`config.mk`:
```
export PLATFORM = sky130hd
export DESIGN_NAME = pes_core
export DESIGN_NICKNAME = d
export VERILOG_FILES = /design/src/logic/pes_pkg.sv /design/src/logic/pes_cause_enc.sv /design/src/logic/pes_core.sv
export SDC_FILE = /design/constraint.sdc
export NUM_CORES = 1
export LEC_CHECK = 0
export ABC_AREA = 1
export BUFFER_PORTS_ARGS = -buffer_cell sky130_fd_sc_hd__buf_2
export CORE_AREA = 2 2 155 157
export CTS_BUF_LIST = sky130_fd_sc_hd__clkbuf_4 sky130_fd_sc_hd__clkbuf_8
export DETAILED_ROUTE_END_ITERATION = 10
export DIE_AREA = 0 0 157 159
export GPL_TIMING_DRIVEN = 0
export PLACE_DENSITY = 0.59
export SYNTH_ARGS = -nofsm -noshare
export SYNTH_HDL_FRONTEND = slang
export SYNTH_SLANG_ARGS = --single-unit
```
`constraint.sdc`:
```
create_clock -name clk -period 4.15 [get_ports clk]
set_clock_uncertainty 0.1 [all_clocks]
set_input_delay 1.0375 -clock clk [delete_from_list [all_inputs] [get_ports clk]]
set_output_delay 1.0375 -clock clk [all_outputs]
set_load 0.05 [all_outputs]
```
`src/logic/pes_pkg.sv`:
```
// Purpose: Shared constants and types for the processor exception-state block.
// Assumes: One 40 MHz core clock, synchronous active-high reset.
// Notes:   Field positions of the state word and the cause code values live here.
package pes_pkg;

	localparam int WORD_W = 32;
	localparam int CAUSE_W = 6;
	localparam int LVL_W = 4;
	localparam int RING_W = 2;
	localparam int IRQ_N = 16;

	localparam int PSW_LVL_LO = 0;
	localparam int PSW_EXCM_BIT = 4;
	localparam int PSW_VSEL_BIT = 5;
	localparam int PSW_RING_LO = 6;
	localparam int PSW_OWB_LO = 8;
	localparam int PSW_CALL_LO = 16;
	localparam int PSW_OVF_BIT = 18;

	localparam logic [WORD_W-1:0] PSW_WRITABLE = 32'h0007_0FFF;
	localparam logic [LVL_W-1:0] LVL_RESET = 4'hF;
	localparam logic [WORD_W-1:0] PSW_RESET = 32'h0000_001F;
	localparam logic [LVL_W-1:0] EXC_MASK_LVL_DEF = 4'h1;

	localparam logic [CAUSE_W-1:0] C_ILLEGAL = 6'h00;
	localparam logic [CAUSE_W-1:0] C_SYSTEM_CALL_OP = 6'h01;
	localparam logic [CAUSE_W-1:0] C_IFETCH_ERR = 6'h02;
	localparam logic [CAUSE_W-1:0] C_LDST_ERR = 6'h03;
	localparam logic [CAUSE_W-1:0] C_LEVEL1_IRQ = 6'h04;
	localparam logic [CAUSE_W-1:0] C_SP_MOVE = 6'h05;
	localparam logic [CAUSE_W-1:0] C_DIV_ZERO = 6'h06;
	localparam logic [CAUSE_W-1:0] C_PRIVILEGED = 6'h08;
	localparam logic [CAUSE_W-1:0] C_UNALIGNED = 6'h09;
	localparam logic [CAUSE_W-1:0] C_BUS_IDATA = 6'h0C;
	localparam logic [CAUSE_W-1:0] C_BUS_LDATA = 6'h0D;
	localparam logic [CAUSE_W-1:0] C_BUS_IADDR = 6'h0E;
	localparam logic [CAUSE_W-1:0] C_BUS_LADDR = 6'h0F;
	localparam logic [CAUSE_W-1:0] C_ITLB_MISS = 6'h10;
	localparam logic [CAUSE_W-1:0] C_ITLB_MULTI = 6'h11;
	localparam logic [CAUSE_W-1:0] C_IFETCH_PRIV = 6'h12;
	localparam logic [CAUSE_W-1:0] C_IFETCH_PROHIB = 6'h14;
	localparam logic [CAUSE_W-1:0] C_DTLB_MISS = 6'h18;
	localparam logic [CAUSE_W-1:0] C_DTLB_MULTI = 6'h19;
	localparam logic [CAUSE_W-1:0] C_LDST_PRIV = 6'h1A;

	// Conditions raised by the pipeline, one bit each, lowest index wins.
	localparam int EV_N = 19;
	localparam int EV_ILLEGAL = 0;
	localparam int EV_SYSTEM_CALL_OP = 1;
	localparam int EV_IFETCH_ERR = 2;
	localparam int EV_LDST_ERR = 3;
	localparam int EV_SP_MOVE = 4;
	localparam int EV_DIV_ZERO = 5;
	localparam int EV_PRIVILEGED = 6;
	localparam int EV_UNALIGNED = 7;
	localparam int EV_BUS_IDATA = 8;
	localparam int EV_BUS_LDATA = 9;
	localparam int EV_BUS_IADDR = 10;
	localparam int EV_BUS_LADDR = 11;
	localparam int EV_ITLB_MISS = 12;
	localparam int EV_ITLB_MULTI = 13;
	localparam int EV_IFETCH_PRIV = 14;
	localparam int EV_IFETCH_PROHIB = 15;
	localparam int EV_DTLB_MISS = 16;
	localparam int EV_DTLB_MULTI = 17;
	localparam int EV_LDST_PRIV = 18;

	typedef enum logic [2:0] {
		VEC_NONE,
		VEC_KERNEL,
		VEC_USER,
		VEC_NESTED,
		VEC_DEBUG,
		VEC_MACHINE_CHECK
	} pes_vector_type;

	typedef struct packed {
		logic [WORD_W-1:0] addr;
		logic [EV_N-1:0]   cond;
		logic              level1_irq;
	} pes_fault_type;

	typedef struct packed {
		logic step_zero;
		logic break_op;
		logic ibreak_hit;
		logic dbreak_hit;
		logic debug_irq;
	} pes_debug_type;

	typedef struct packed {
		logic             we;
		logic [WORD_W-1:0] wdata;
	} pes_write_type;

endpackage

```
`src/logic/pes_cause_enc.sv`:
```
// Purpose: Priority encoder from raised conditions to a cause code.
// Assumes: Same clock domain as the exception-state block.
// Notes:   Registered output so the cause path stays short.
`timescale 1ns/1ps
`default_nettype none
module pes_cause_enc (
	input  wire logic                           clk,
	input  wire logic                           sys_rst,
	input  wire logic [pes_pkg::EV_N-1:0]       cond,
	input  wire logic                           level1_irq,
	output logic                                hit,
	output logic [pes_pkg::CAUSE_W-1:0]         code,
	output logic                                addr_valid
);
	localparam logic [pes_pkg::CAUSE_W-1:0] CODE_TAB [pes_pkg::EV_N] = '{
		pes_pkg::C_ILLEGAL, pes_pkg::C_SYSTEM_CALL_OP, pes_pkg::C_IFETCH_ERR,
		pes_pkg::C_LDST_ERR, pes_pkg::C_SP_MOVE, pes_pkg::C_DIV_ZERO,
		pes_pkg::C_PRIVILEGED, pes_pkg::C_UNALIGNED, pes_pkg::C_BUS_IDATA,
		pes_pkg::C_BUS_LDATA, pes_pkg::C_BUS_IADDR, pes_pkg::C_BUS_LADDR,
		pes_pkg::C_ITLB_MISS, pes_pkg::C_ITLB_MULTI, pes_pkg::C_IFETCH_PRIV,
		pes_pkg::C_IFETCH_PROHIB, pes_pkg::C_DTLB_MISS, pes_pkg::C_DTLB_MULTI,
		pes_pkg::C_LDST_PRIV
	};

	// Whether a cause loads the fault address: everything except 0,1,4,5,6,8.
	function automatic logic loads_addr(input logic [pes_pkg::CAUSE_W-1:0] c);
		loads_addr = !(c == pes_pkg::C_ILLEGAL || c == pes_pkg::C_SYSTEM_CALL_OP ||
			c == pes_pkg::C_LEVEL1_IRQ || c == pes_pkg::C_SP_MOVE ||
			c == pes_pkg::C_DIV_ZERO || c == pes_pkg::C_PRIVILEGED);
	endfunction

	logic                        hit_q, hit_d;
	logic [pes_pkg::CAUSE_W-1:0] code_q, code_d;
	logic                        av_q, av_d;

	always_comb begin
		hit_d = 1'b0;
		code_d = pes_pkg::C_ILLEGAL;
		for (int i = pes_pkg::EV_N - 1; i >= 0; i--) begin
			if (cond[i]) begin
				hit_d = 1'b1;
				code_d = CODE_TAB[i];
			end
		end
		// Synchronous faults outrank a pending level-1 interrupt.
		if (!hit_d && level1_irq) begin
			hit_d = 1'b1;
			code_d = pes_pkg::C_LEVEL1_IRQ;
		end
		av_d = hit_d && loads_addr(code_d);
	end

	always_ff @(posedge clk) begin
		if (sys_rst) begin
			hit_q <= 1'b0;
			code_q <= pes_pkg::C_ILLEGAL;
			av_q <= 1'b0;
		end else begin
			hit_q <= hit_d;
			code_q <= code_d;
			av_q <= av_d;
		end
	end

	assign hit = hit_q;
	assign code = code_q;
	assign addr_valid = av_q;
endmodule
`default_nettype wire

```
`src/logic/pes_core.sv`:
```
// Purpose: Processor-state word, derived current levels, cause and vector selection.
// Assumes: One 40 MHz clock; software access through the write port of each register.
// Notes:   Vector appears one cycle after the raising condition, cause and fault address two cycles after.
`timescale 1ns/1ps
`default_nettype none
module pes_core #(
	parameter bit                          MMU_PRESENT = 1'b1,
	parameter logic [pes_pkg::LVL_W-1:0]   EXC_MASK_LVL = pes_pkg::EXC_MASK_LVL_DEF
) (
	input  wire logic                               clk,
	input  wire logic                               sys_rst,
	input  wire pes_pkg::pes_write_type             psw_wr,
	input  wire pes_pkg::pes_write_type             cause_wr,
	input  wire pes_pkg::pes_write_type             fva_wr,
	input  wire pes_pkg::pes_fault_type             fault,
	input  wire pes_pkg::pes_debug_type             debug,
	input  wire logic                               mem_parity_err,
	input  wire logic                               exc_taken,
	input  wire logic [pes_pkg::IRQ_N-1:0]          irq_pending,
	input  wire logic [pes_pkg::IRQ_N*pes_pkg::LVL_W-1:0] irq_levels,
	input  wire logic [pes_pkg::IRQ_N-1:0]          irq_enable_mask,
	input  wire logic [pes_pkg::RING_W-1:0]         asid_position,
	input  wire logic                               asid_check,
	input  wire logic                               priv_op,
	output logic [pes_pkg::WORD_W-1:0]              processor_state_word,
	output logic [pes_pkg::WORD_W-1:0]              exception_reason_code,
	output logic [pes_pkg::WORD_W-1:0]              fault_virtual_address,
	output logic [pes_pkg::LVL_W-1:0]               current_irq_mask_level,
	output logic [pes_pkg::RING_W-1:0]              current_privilege,
	output logic                                    effective_overflow_enable,
	output logic                                    loop_back_allowed,
	output logic [pes_pkg::IRQ_N-1:0]               irq_take,
	output logic                                    asid_violation,
	output logic                                    priv_op_allowed,
	output pes_pkg::pes_vector_type                 vector_sel,
	output logic                                    vector_valid
);
	logic [pes_pkg::WORD_W-1:0]  psw_q, psw_d;
	logic [pes_pkg::CAUSE_W-1:0] cause_q, cause_d;
	logic [pes_pkg::WORD_W-1:0]  fva_q, fva_d;
	logic [pes_pkg::WORD_W-1:0]  addr_q, addr_d;
	pes_pkg::pes_vector_type     vec_q, vec_d;
	logic                        vv_q, vv_d;

	logic                        enc_hit;
	logic [pes_pkg::CAUSE_W-1:0] enc_code;
	logic                        enc_addr;
	logic                        excm;
	logic                        vsel;
	logic [pes_pkg::LVL_W-1:0]   dis_lvl;
	logic [pes_pkg::LVL_W-1:0]   excm_lvl;
	logic                        dbg_any;

	pes_cause_enc u_enc (
		.clk        (clk),
		.sys_rst    (sys_rst),
		.cond       (fault.cond),
		.level1_irq (fault.level1_irq),
		.hit        (enc_hit),
		.code       (enc_code),
		.addr_valid (enc_addr)
	);

	assign excm = psw_q[pes_pkg::PSW_EXCM_BIT];
	assign vsel = psw_q[pes_pkg::PSW_VSEL_BIT];
	assign dis_lvl = psw_q[pes_pkg::PSW_LVL_LO +: pes_pkg::LVL_W];
	assign dbg_any = |debug;

	// State word: only defined fields are stored, reserved bits read zero.
	always_comb begin
		psw_d = psw_q;
		if (psw_wr.we) begin
			psw_d = psw_wr.wdata & pes_pkg::PSW_WRITABLE;
		end
		// Taking an exception enters exception mode and wins over a same-cycle write.
		if (exc_taken) begin
			psw_d[pes_pkg::PSW_EXCM_BIT] = 1'b1;
		end
	end

	// A fault address captured with the condition is held for one cycle, the cycle in which the encoder result writes the cause.
	always_comb begin
		addr_d = fault.addr;
		cause_d = cause_q;
		fva_d = fva_q;
		if (cause_wr.we) begin
			cause_d = cause_wr.wdata[pes_pkg::CAUSE_W-1:0];
		end
		if (fva_wr.we) begin
			fva_d = fva_wr.wdata;
		end
		// Hardware update wins over a software write in the same cycle.
		// Only general-vector exceptions report a cause; the registered vector comes
		// from the same raising cycle as the encoder result, so debug or machine check
		// seen then leaves the cause alone.
		if (enc_hit && (vec_q == pes_pkg::VEC_KERNEL || vec_q == pes_pkg::VEC_USER ||
			vec_q == pes_pkg::VEC_NESTED)) begin
			cause_d = enc_code;
			if (enc_addr) begin
				fva_d = addr_q;
			end
		end
	end

	// Vector choice is registered in the same cycle as the encoder; debug outranks machine check, which outranks faults.
	always_comb begin
		vv_d = 1'b0;
		vec_d = pes_pkg::VEC_NONE;
		if (dbg_any) begin
			vv_d = 1'b1;
			vec_d = pes_pkg::VEC_DEBUG;
		end else if (mem_parity_err) begin
			vv_d = 1'b1;
			vec_d = pes_pkg::VEC_MACHINE_CHECK;
		end else if (|fault.cond || fault.level1_irq) begin
			vv_d = 1'b1;
			if (excm) begin
				vec_d = pes_pkg::VEC_NESTED;
			end else if (vsel) begin
				vec_d = pes_pkg::VEC_USER;
			end else begin
				vec_d = pes_pkg::VEC_KERNEL;
			end
		end
	end

	always_ff @(posedge clk) begin
		if (sys_rst) begin
			psw_q <= pes_pkg::PSW_RESET;
			cause_q <= pes_pkg::C_ILLEGAL;
			fva_q <= '0;
			addr_q <= '0;
			vec_q <= pes_pkg::VEC_NONE;
			vv_q <= 1'b0;
		end else begin
			psw_q <= psw_d;
			cause_q <= cause_d;
			fva_q <= fva_d;
			addr_q <= addr_d;
			vec_q <= vec_d;
			vv_q <= vv_d;
		end
	end

	always_comb begin
		excm_lvl = excm ? EXC_MASK_LVL : '0;
		current_irq_mask_level = (excm_lvl > dis_lvl) ? excm_lvl : dis_lvl;
	end

	for (genvar g = 0; g < pes_pkg::IRQ_N; g++) begin : g_irq
		assign irq_take[g] = irq_pending[g] && irq_enable_mask[g] &&
			(irq_levels[g*pes_pkg::LVL_W +: pes_pkg::LVL_W] > current_irq_mask_level);
	end

	assign current_privilege = (MMU_PRESENT && !excm) ?
		psw_q[pes_pkg::PSW_RING_LO +: pes_pkg::RING_W] : '0;
	assign priv_op_allowed = priv_op && (current_privilege == '0);
	assign asid_violation = asid_check && (asid_position < current_privilege);
	assign effective_overflow_enable = excm ? 1'b0 : psw_q[pes_pkg::PSW_OVF_BIT];
	assign loop_back_allowed = !excm;

	assign processor_state_word = psw_q;
	assign exception_reason_code = {{(pes_pkg::WORD_W-pes_pkg::CAUSE_W){1'b0}}, cause_q};
	assign fault_virtual_address = fva_q;
	assign vector_sel = vec_q;
	assign vector_valid = vv_q;
endmodule
`default_nettype wire

```
**Word level (Yosys, flattened, before mapping)**

Cells that the tools add are included.

- Output and inout bits: 126
- Memories kept: 0
- RAM bits: 0
- Bits in registers: 97
- Input port bits: 260
- ROM bits: 0
- Bits in latches: 0
- Logic and storage cells: 152

- Shifts and indexed selects: 0
- Order comparisons: 18
- Bitwise operators: 1
- Reductions and logical operators: 56
- Mux-type cells: 57
- Divide/modulo/power cells: 0
- Add/sub/neg operators: 0
- Multiply operators: 0
- Eq/ne operators: 8

Operators by type and width:

| operator | number |
|---|---|
| 2-to-1 mux 5 bit | 20 |
| 2-to-1 mux 32 bit | 3 |
| > comparator 4 bit | 16 |
| logical AND 1 bit | 37 |
| 2-to-1 mux 1 bit | 25 |
| OR reduction 19 bit | 1 |
| equality test 5 x 3 -> 1 bit (second input constant) | 3 |
| 2-to-1 mux 6 bit | 2 |
| logical OR 1 bit | 8 |
| 2-to-1 mux 2 bit | 4 |
| OR reduction 8 bit | 1 |
| equality test 3 x 2 -> 1 bit (second input constant) | 2 |
| logical NOT 6 bit | 1 |
| 2-to-1 mux 3 bit | 2 |
| OR reduction 6 bit | 1 |
| equality test 5 x 1 -> 1 bit (second input constant) | 1 |
| equality test 5 x 4 -> 1 bit (second input constant) | 1 |
| OR reduction 5 bit | 1 |
| > comparator 1 x 4 -> 1 bit | 1 |
| 2-to-1 mux 4 bit | 1 |
| equality test 3 x 1 -> 1 bit (second input constant) | 1 |
| logical NOT 1 bit | 3 |
| logical NOT 2 bit | 1 |
| less-than comparator 2 bit | 1 |
| other kinds (3) | 3 |

**Depth between registers and ports, before layout**

- Depth in word-level cells: 30
- Depth in mapped cells: 18
- Mapped depth without buffers: 18

**Modules after synthesis**

Synthesis repeated with hierarchy kept, for this count alone.

- Cells, all modules: 852
- Area, all modules: 5982.0 sq um

Modules (own cells, without submodules):

| module | cells an instance | times used | area each (sq um) |
|---|---|---|---|
| pes_core | 757 | 1 | 5434.0 |
| pes_cause_enc | 95 | 1 | 548.0 |

**Worst setup path before layout**

Ideal clock, no wire load.

- Path type: reg2out
- From: register psw_q, in the netlist processor_state_word[4]
- To: output port irq_take[0] in the netlist's numbering
- Path slack: -2.517 ns
- Data arrival time: 5.529 ns
- Required time: 3.013 ns
- Stages on the path, launching flop included: 10
- Buffers on the path: 0
- Cells stage by stage: dfxtp_1 > inv_1 > ha_1 > nor3_1 > nand3_1 > o21ai_0 > ha_1 > nand2_1 > nor2_1 > a211oi_1

- Cells in the longest elaborated chain, start to end: 5

Ends and longest elaborated chain:

| element | line | text |
|---|---|---|
| start: declaration | pes_core.sv:38 | `logic [pes_pkg::WORD_W-1:0] psw_q, psw_d;` |
| start signal: assignment | pes_core.sv:129 | `psw_q <= pes_pkg::PSW_RESET;` |
| start signal: assignment | pes_core.sv:136 | `psw_q <= psw_d;` |
| 2-to-1 mux 1 bit * | pes_core.sv:146 | `excm_lvl = excm ? EXC_MASK_LVL : '0;` |
| > comparator 1 x 4 -> 1 bit | pes_core.sv:147 | `current_irq_mask_level = (excm_lvl > dis_lvl) ? excm_lvl : dis_lvl;` |
| 2-to-1 mux 4 bit * | pes_core.sv:147 |  |
| net current_irq_mask_level, one bit | pes_core.sv:28 | `output logic [pes_pkg::LVL_W-1:0] current_irq_mask_level,` |
| > comparator 4 bit * | pes_core.sv:152 | `(irq_levels[g*pes_pkg::LVL_W +: pes_pkg::LVL_W] > current_irq_mask_level);` |
| logical AND 1 bit * | pes_core.sv:151 | `assign irq_take[g] = irq_pending[g] && irq_enable_mask[g] &&` |
| end: declaration | pes_core.sv:32 | `output logic [pes_pkg::IRQ_N-1:0] irq_take,` |

Mark *: on every way through the listed nets, which the timed path passes. The rest lies on a longest branch.

**Worst setup path in the final report**

- From: register psw_q, in the netlist processor_state_word[1]
- To: output port irq_take[0] in the netlist's numbering

- Cells in the longest elaborated chain, start to end: 4

Ends and longest elaborated chain:

| element | line |
|---|---|
| > comparator 1 x 4 -> 1 bit | pes_core.sv:147 |
| 2-to-1 mux 4 bit * | pes_core.sv:147 |
| > comparator 4 bit * | pes_core.sv:152 |
| logical AND 1 bit * | pes_core.sv:151 |

Every way passes the cells marked *; elsewhere a longest branch is shown, timed or not.

==> flow_metrics.env <==
export IMPL_status="complete, no violations"
export IMPL_cts_hold_fix_buffers=0
export IMPL_path_clk_slew_ps=90
export IMPL_grt_use_total=0.147
export IMPL_ys_warnings_count=0
export IMPL_crit_fanout=18
export IMPL_htreeDepth=3
export IMPL_core_area_mm2=0.0232
export IMPL_avgSynthCellArea_um2=7.56
export IMPL_area_growth_pct=42.0
export IMPL_clk_insertion_delay_late_ps=380
export IMPL_ys_types=28
export IMPL_drc_errors=0
export IMPL_ir_drop_v=0.000151
export IMPL_hold_violations=0
export IMPL_synth_edf_count=0
export IMPL_fin_nets=1442
export IMPL_maxCapViolations=0
export IMPL_overflow=0
export IMPL_clock_root_buffer="clkbuf_8"
export IMPL_async_flop_share=0
export IMPL_synth_common_cells="nor2_1, dfxtp_1, inv_1"
export IMPL_setup_tns_ps=0
export IMPL_grt_setup_unrepaired="yes"
export IMPL_antenna_found_initial=1
export IMPL_cts_buffer_depth=2
export IMPL_min_period_over_period=0.948
export IMPL_crit_path_start_kind="flop"
export IMPL_cts_tree="done"
export IMPL_drtAntennaViolNets=0
export IMPL_place_area_mm2=0.00786
export IMPL_finalInstanceArea_mm2=0.00817
export IMPL_p_total_w=0.00245
export IMPL_gp_congestion=0.851
export IMPL_fmax_mhz=254
export IMPL_dieWidth_um=157
export IMPL_std_cell_rows=56
export IMPL_highest_layer="met4"
export IMPL_syn_area_mm2=0.00575
export IMPL_die_area_mm2=0.0250
export IMPL_worstSetupPathType="flop to output port"
export IMPL_synth_seq_cells=96
export IMPL_ios=386
export IMPL_worstPathArrival_ps=2800
export IMPL_start_util=0.248
export IMPL_fp_dieH_um=159
export IMPL_slew_viol_final=0
export IMPL_setup_viol=0
export IMPL_hp_class="flop to flop"
export IMPL_firstDrtPassIters=4
export IMPL_yosysMostFrequentCell="nor2_1"
export IMPL_met2_length_um=9130
export IMPL_synth_area_leaders="dfxtp_1, ha_1, nor2_1"
export IMPL_fin_ws_ps=214
export IMPL_drt_iter0_markers=175
export IMPL_dp_hpwl_um=15600
export IMPL_vias=5858
export IMPL_netlist_instances=761
export IMPL_ys_seq_area_frac=0.334
export IMPL_min_period_ps=3940
export IMPL_cts_buffers=9
export IMPL_vias_per_cell=4.07
export IMPL_synthFlopType="dfxtp_1"
export IMPL_io_buffers=297
export IMPL_wl_met3_um=1070
export IMPL_drive_gt1_frac=0.374
export IMPL_worst_pin_slew_ps=749
export IMPL_wl_per_cell_um=13.0
export IMPL_grt_first_pass_wirelength_um=28700
export IMPL_synth_top_cell_area_share=0.334
export IMPL_slew_headroom=0.500
export IMPL_grt_pass1_vias=5641
export IMPL_clock_sinks=96
export IMPL_required_ps=3010
export IMPL_setup_worst_path_end_class="output port"
export IMPL_pwr_density_cell_mw_per_mm2=300
export IMPL_dp_slack_ps=238
export IMPL_p_leak_nw=4.48
export IMPL_routed_wl_um=18800
export IMPL_yosysTopAreaCell="dfxtp_1"
export IMPL_holdWs_ps=368
export IMPL_grt_max_degree=19
export IMPL_m1WireLength_um=8190
==> timing repair <==
action | CTS | global route
buffers inserted | 2 | 3
pin swaps | 1 | 0
resized for setup | 0 | 10
setup endpoints to repair | 16 | 16
==> critical path, stage by stage (launching register included) <==
cell,delay (ps)
dfxtp_1,360
inv_1,540
nand3_1,220
buf_4,200
o21ai_4,180
ha_1,260
nand2_1,70
nor2_1,60
a211oi_4,230
buf_2,300
==> kinds of logic (layout without fill, tap and decap cells) <==
group                    after synthesis  count (layout)  share of synthesized area
AO/OA/AOI/OAI                        120             120                      0.123
flip-flops                            96              96                      0.334
AND/OR/NAND/NOR                      276             276                      0.196
adder cells (fa/ha/maj)               66              66                      0.144
other                                  1              44                   0.000652
buffers and inverters                170             488                      0.141
multiplexers                          32              32                     0.0626
==> placed cells by master, fill, tap and decap left out, drive strengths merged, types with 5 or more instances in the layout <==
master  instances
clkbuf         34
nand3          11
nand2          87
conb           43
nor3           39
buf           350
a21oi          27
nor2          137
a31oi           5
o21ai          69
o2111a         13
ha             66
inv            97
mux2           32
dfxtp          96
==> per-layer routing <==
layer | GRT usage | vias up
met2 | 0.264 | 194
met5 | 0 | -
met4 | 0.0409 | 0
met3 | 0.0280 | 23
met1 | 0.176 | 2539
li1 | - | 3102
==> sequential cells by signal, summed over array words and instances, names as in the netlist <==
signal / cells
addr_q: 32
cause_q: 6
fault_virtual_address: 32
processor_state_word: 15
u_enc.addr_valid: 1
u_enc.code: 5
u_enc.hit: 1
vector_sel: 3
vector_valid: 1
==> area by class of cell <==
type                            instances  area, um2
Timing Repair Buffer                  302       1560
Fill cell                            2495      15000
Antenna cell                            1       2.50
Buffer                                 73        444
Multi-Input combinational cell        537       3240
Tap cell                              319        399
Inverter                               97        372
Sequential cell                        96       1930
Clock buffer                            9        124
Clock inverter                          7        101
==> stage by stage <==
stage,cells,util
finish,1441,0.352
global route,1441,0.352
CTS,1437,0.350
detailed placement,1419,0.339
global placement,1419,0.339
floorplan,803,-
==> power breakdown <==
group	leakage, nW	internal (W)	total (W)	switching [W]
sequential	0.795	0.000972	0.000997	0.0000253
combinational	3.58	0.000260	0.000743	0.000483
clock	0.112	0.000347	0.000708	0.000361
total	4.48	0.00158	0.00245	0.000870
==> path summary, 6_finish.rpt <==
check                               start                        end  slack [ps]  depth (start not counted)
hold / removal                 addr_q[14]  fault_virtual_address[14]         370                          2
setup / recovery  processor_state_word[1]                irq_take[0]         210                          9
setup reg to reg            vector_sel[2]   fault_virtual_address[0]        2600                          6
hold reg to reg                addr_q[14]  fault_virtual_address[14]         370                          2
Power figures use the tool's default switching activity.
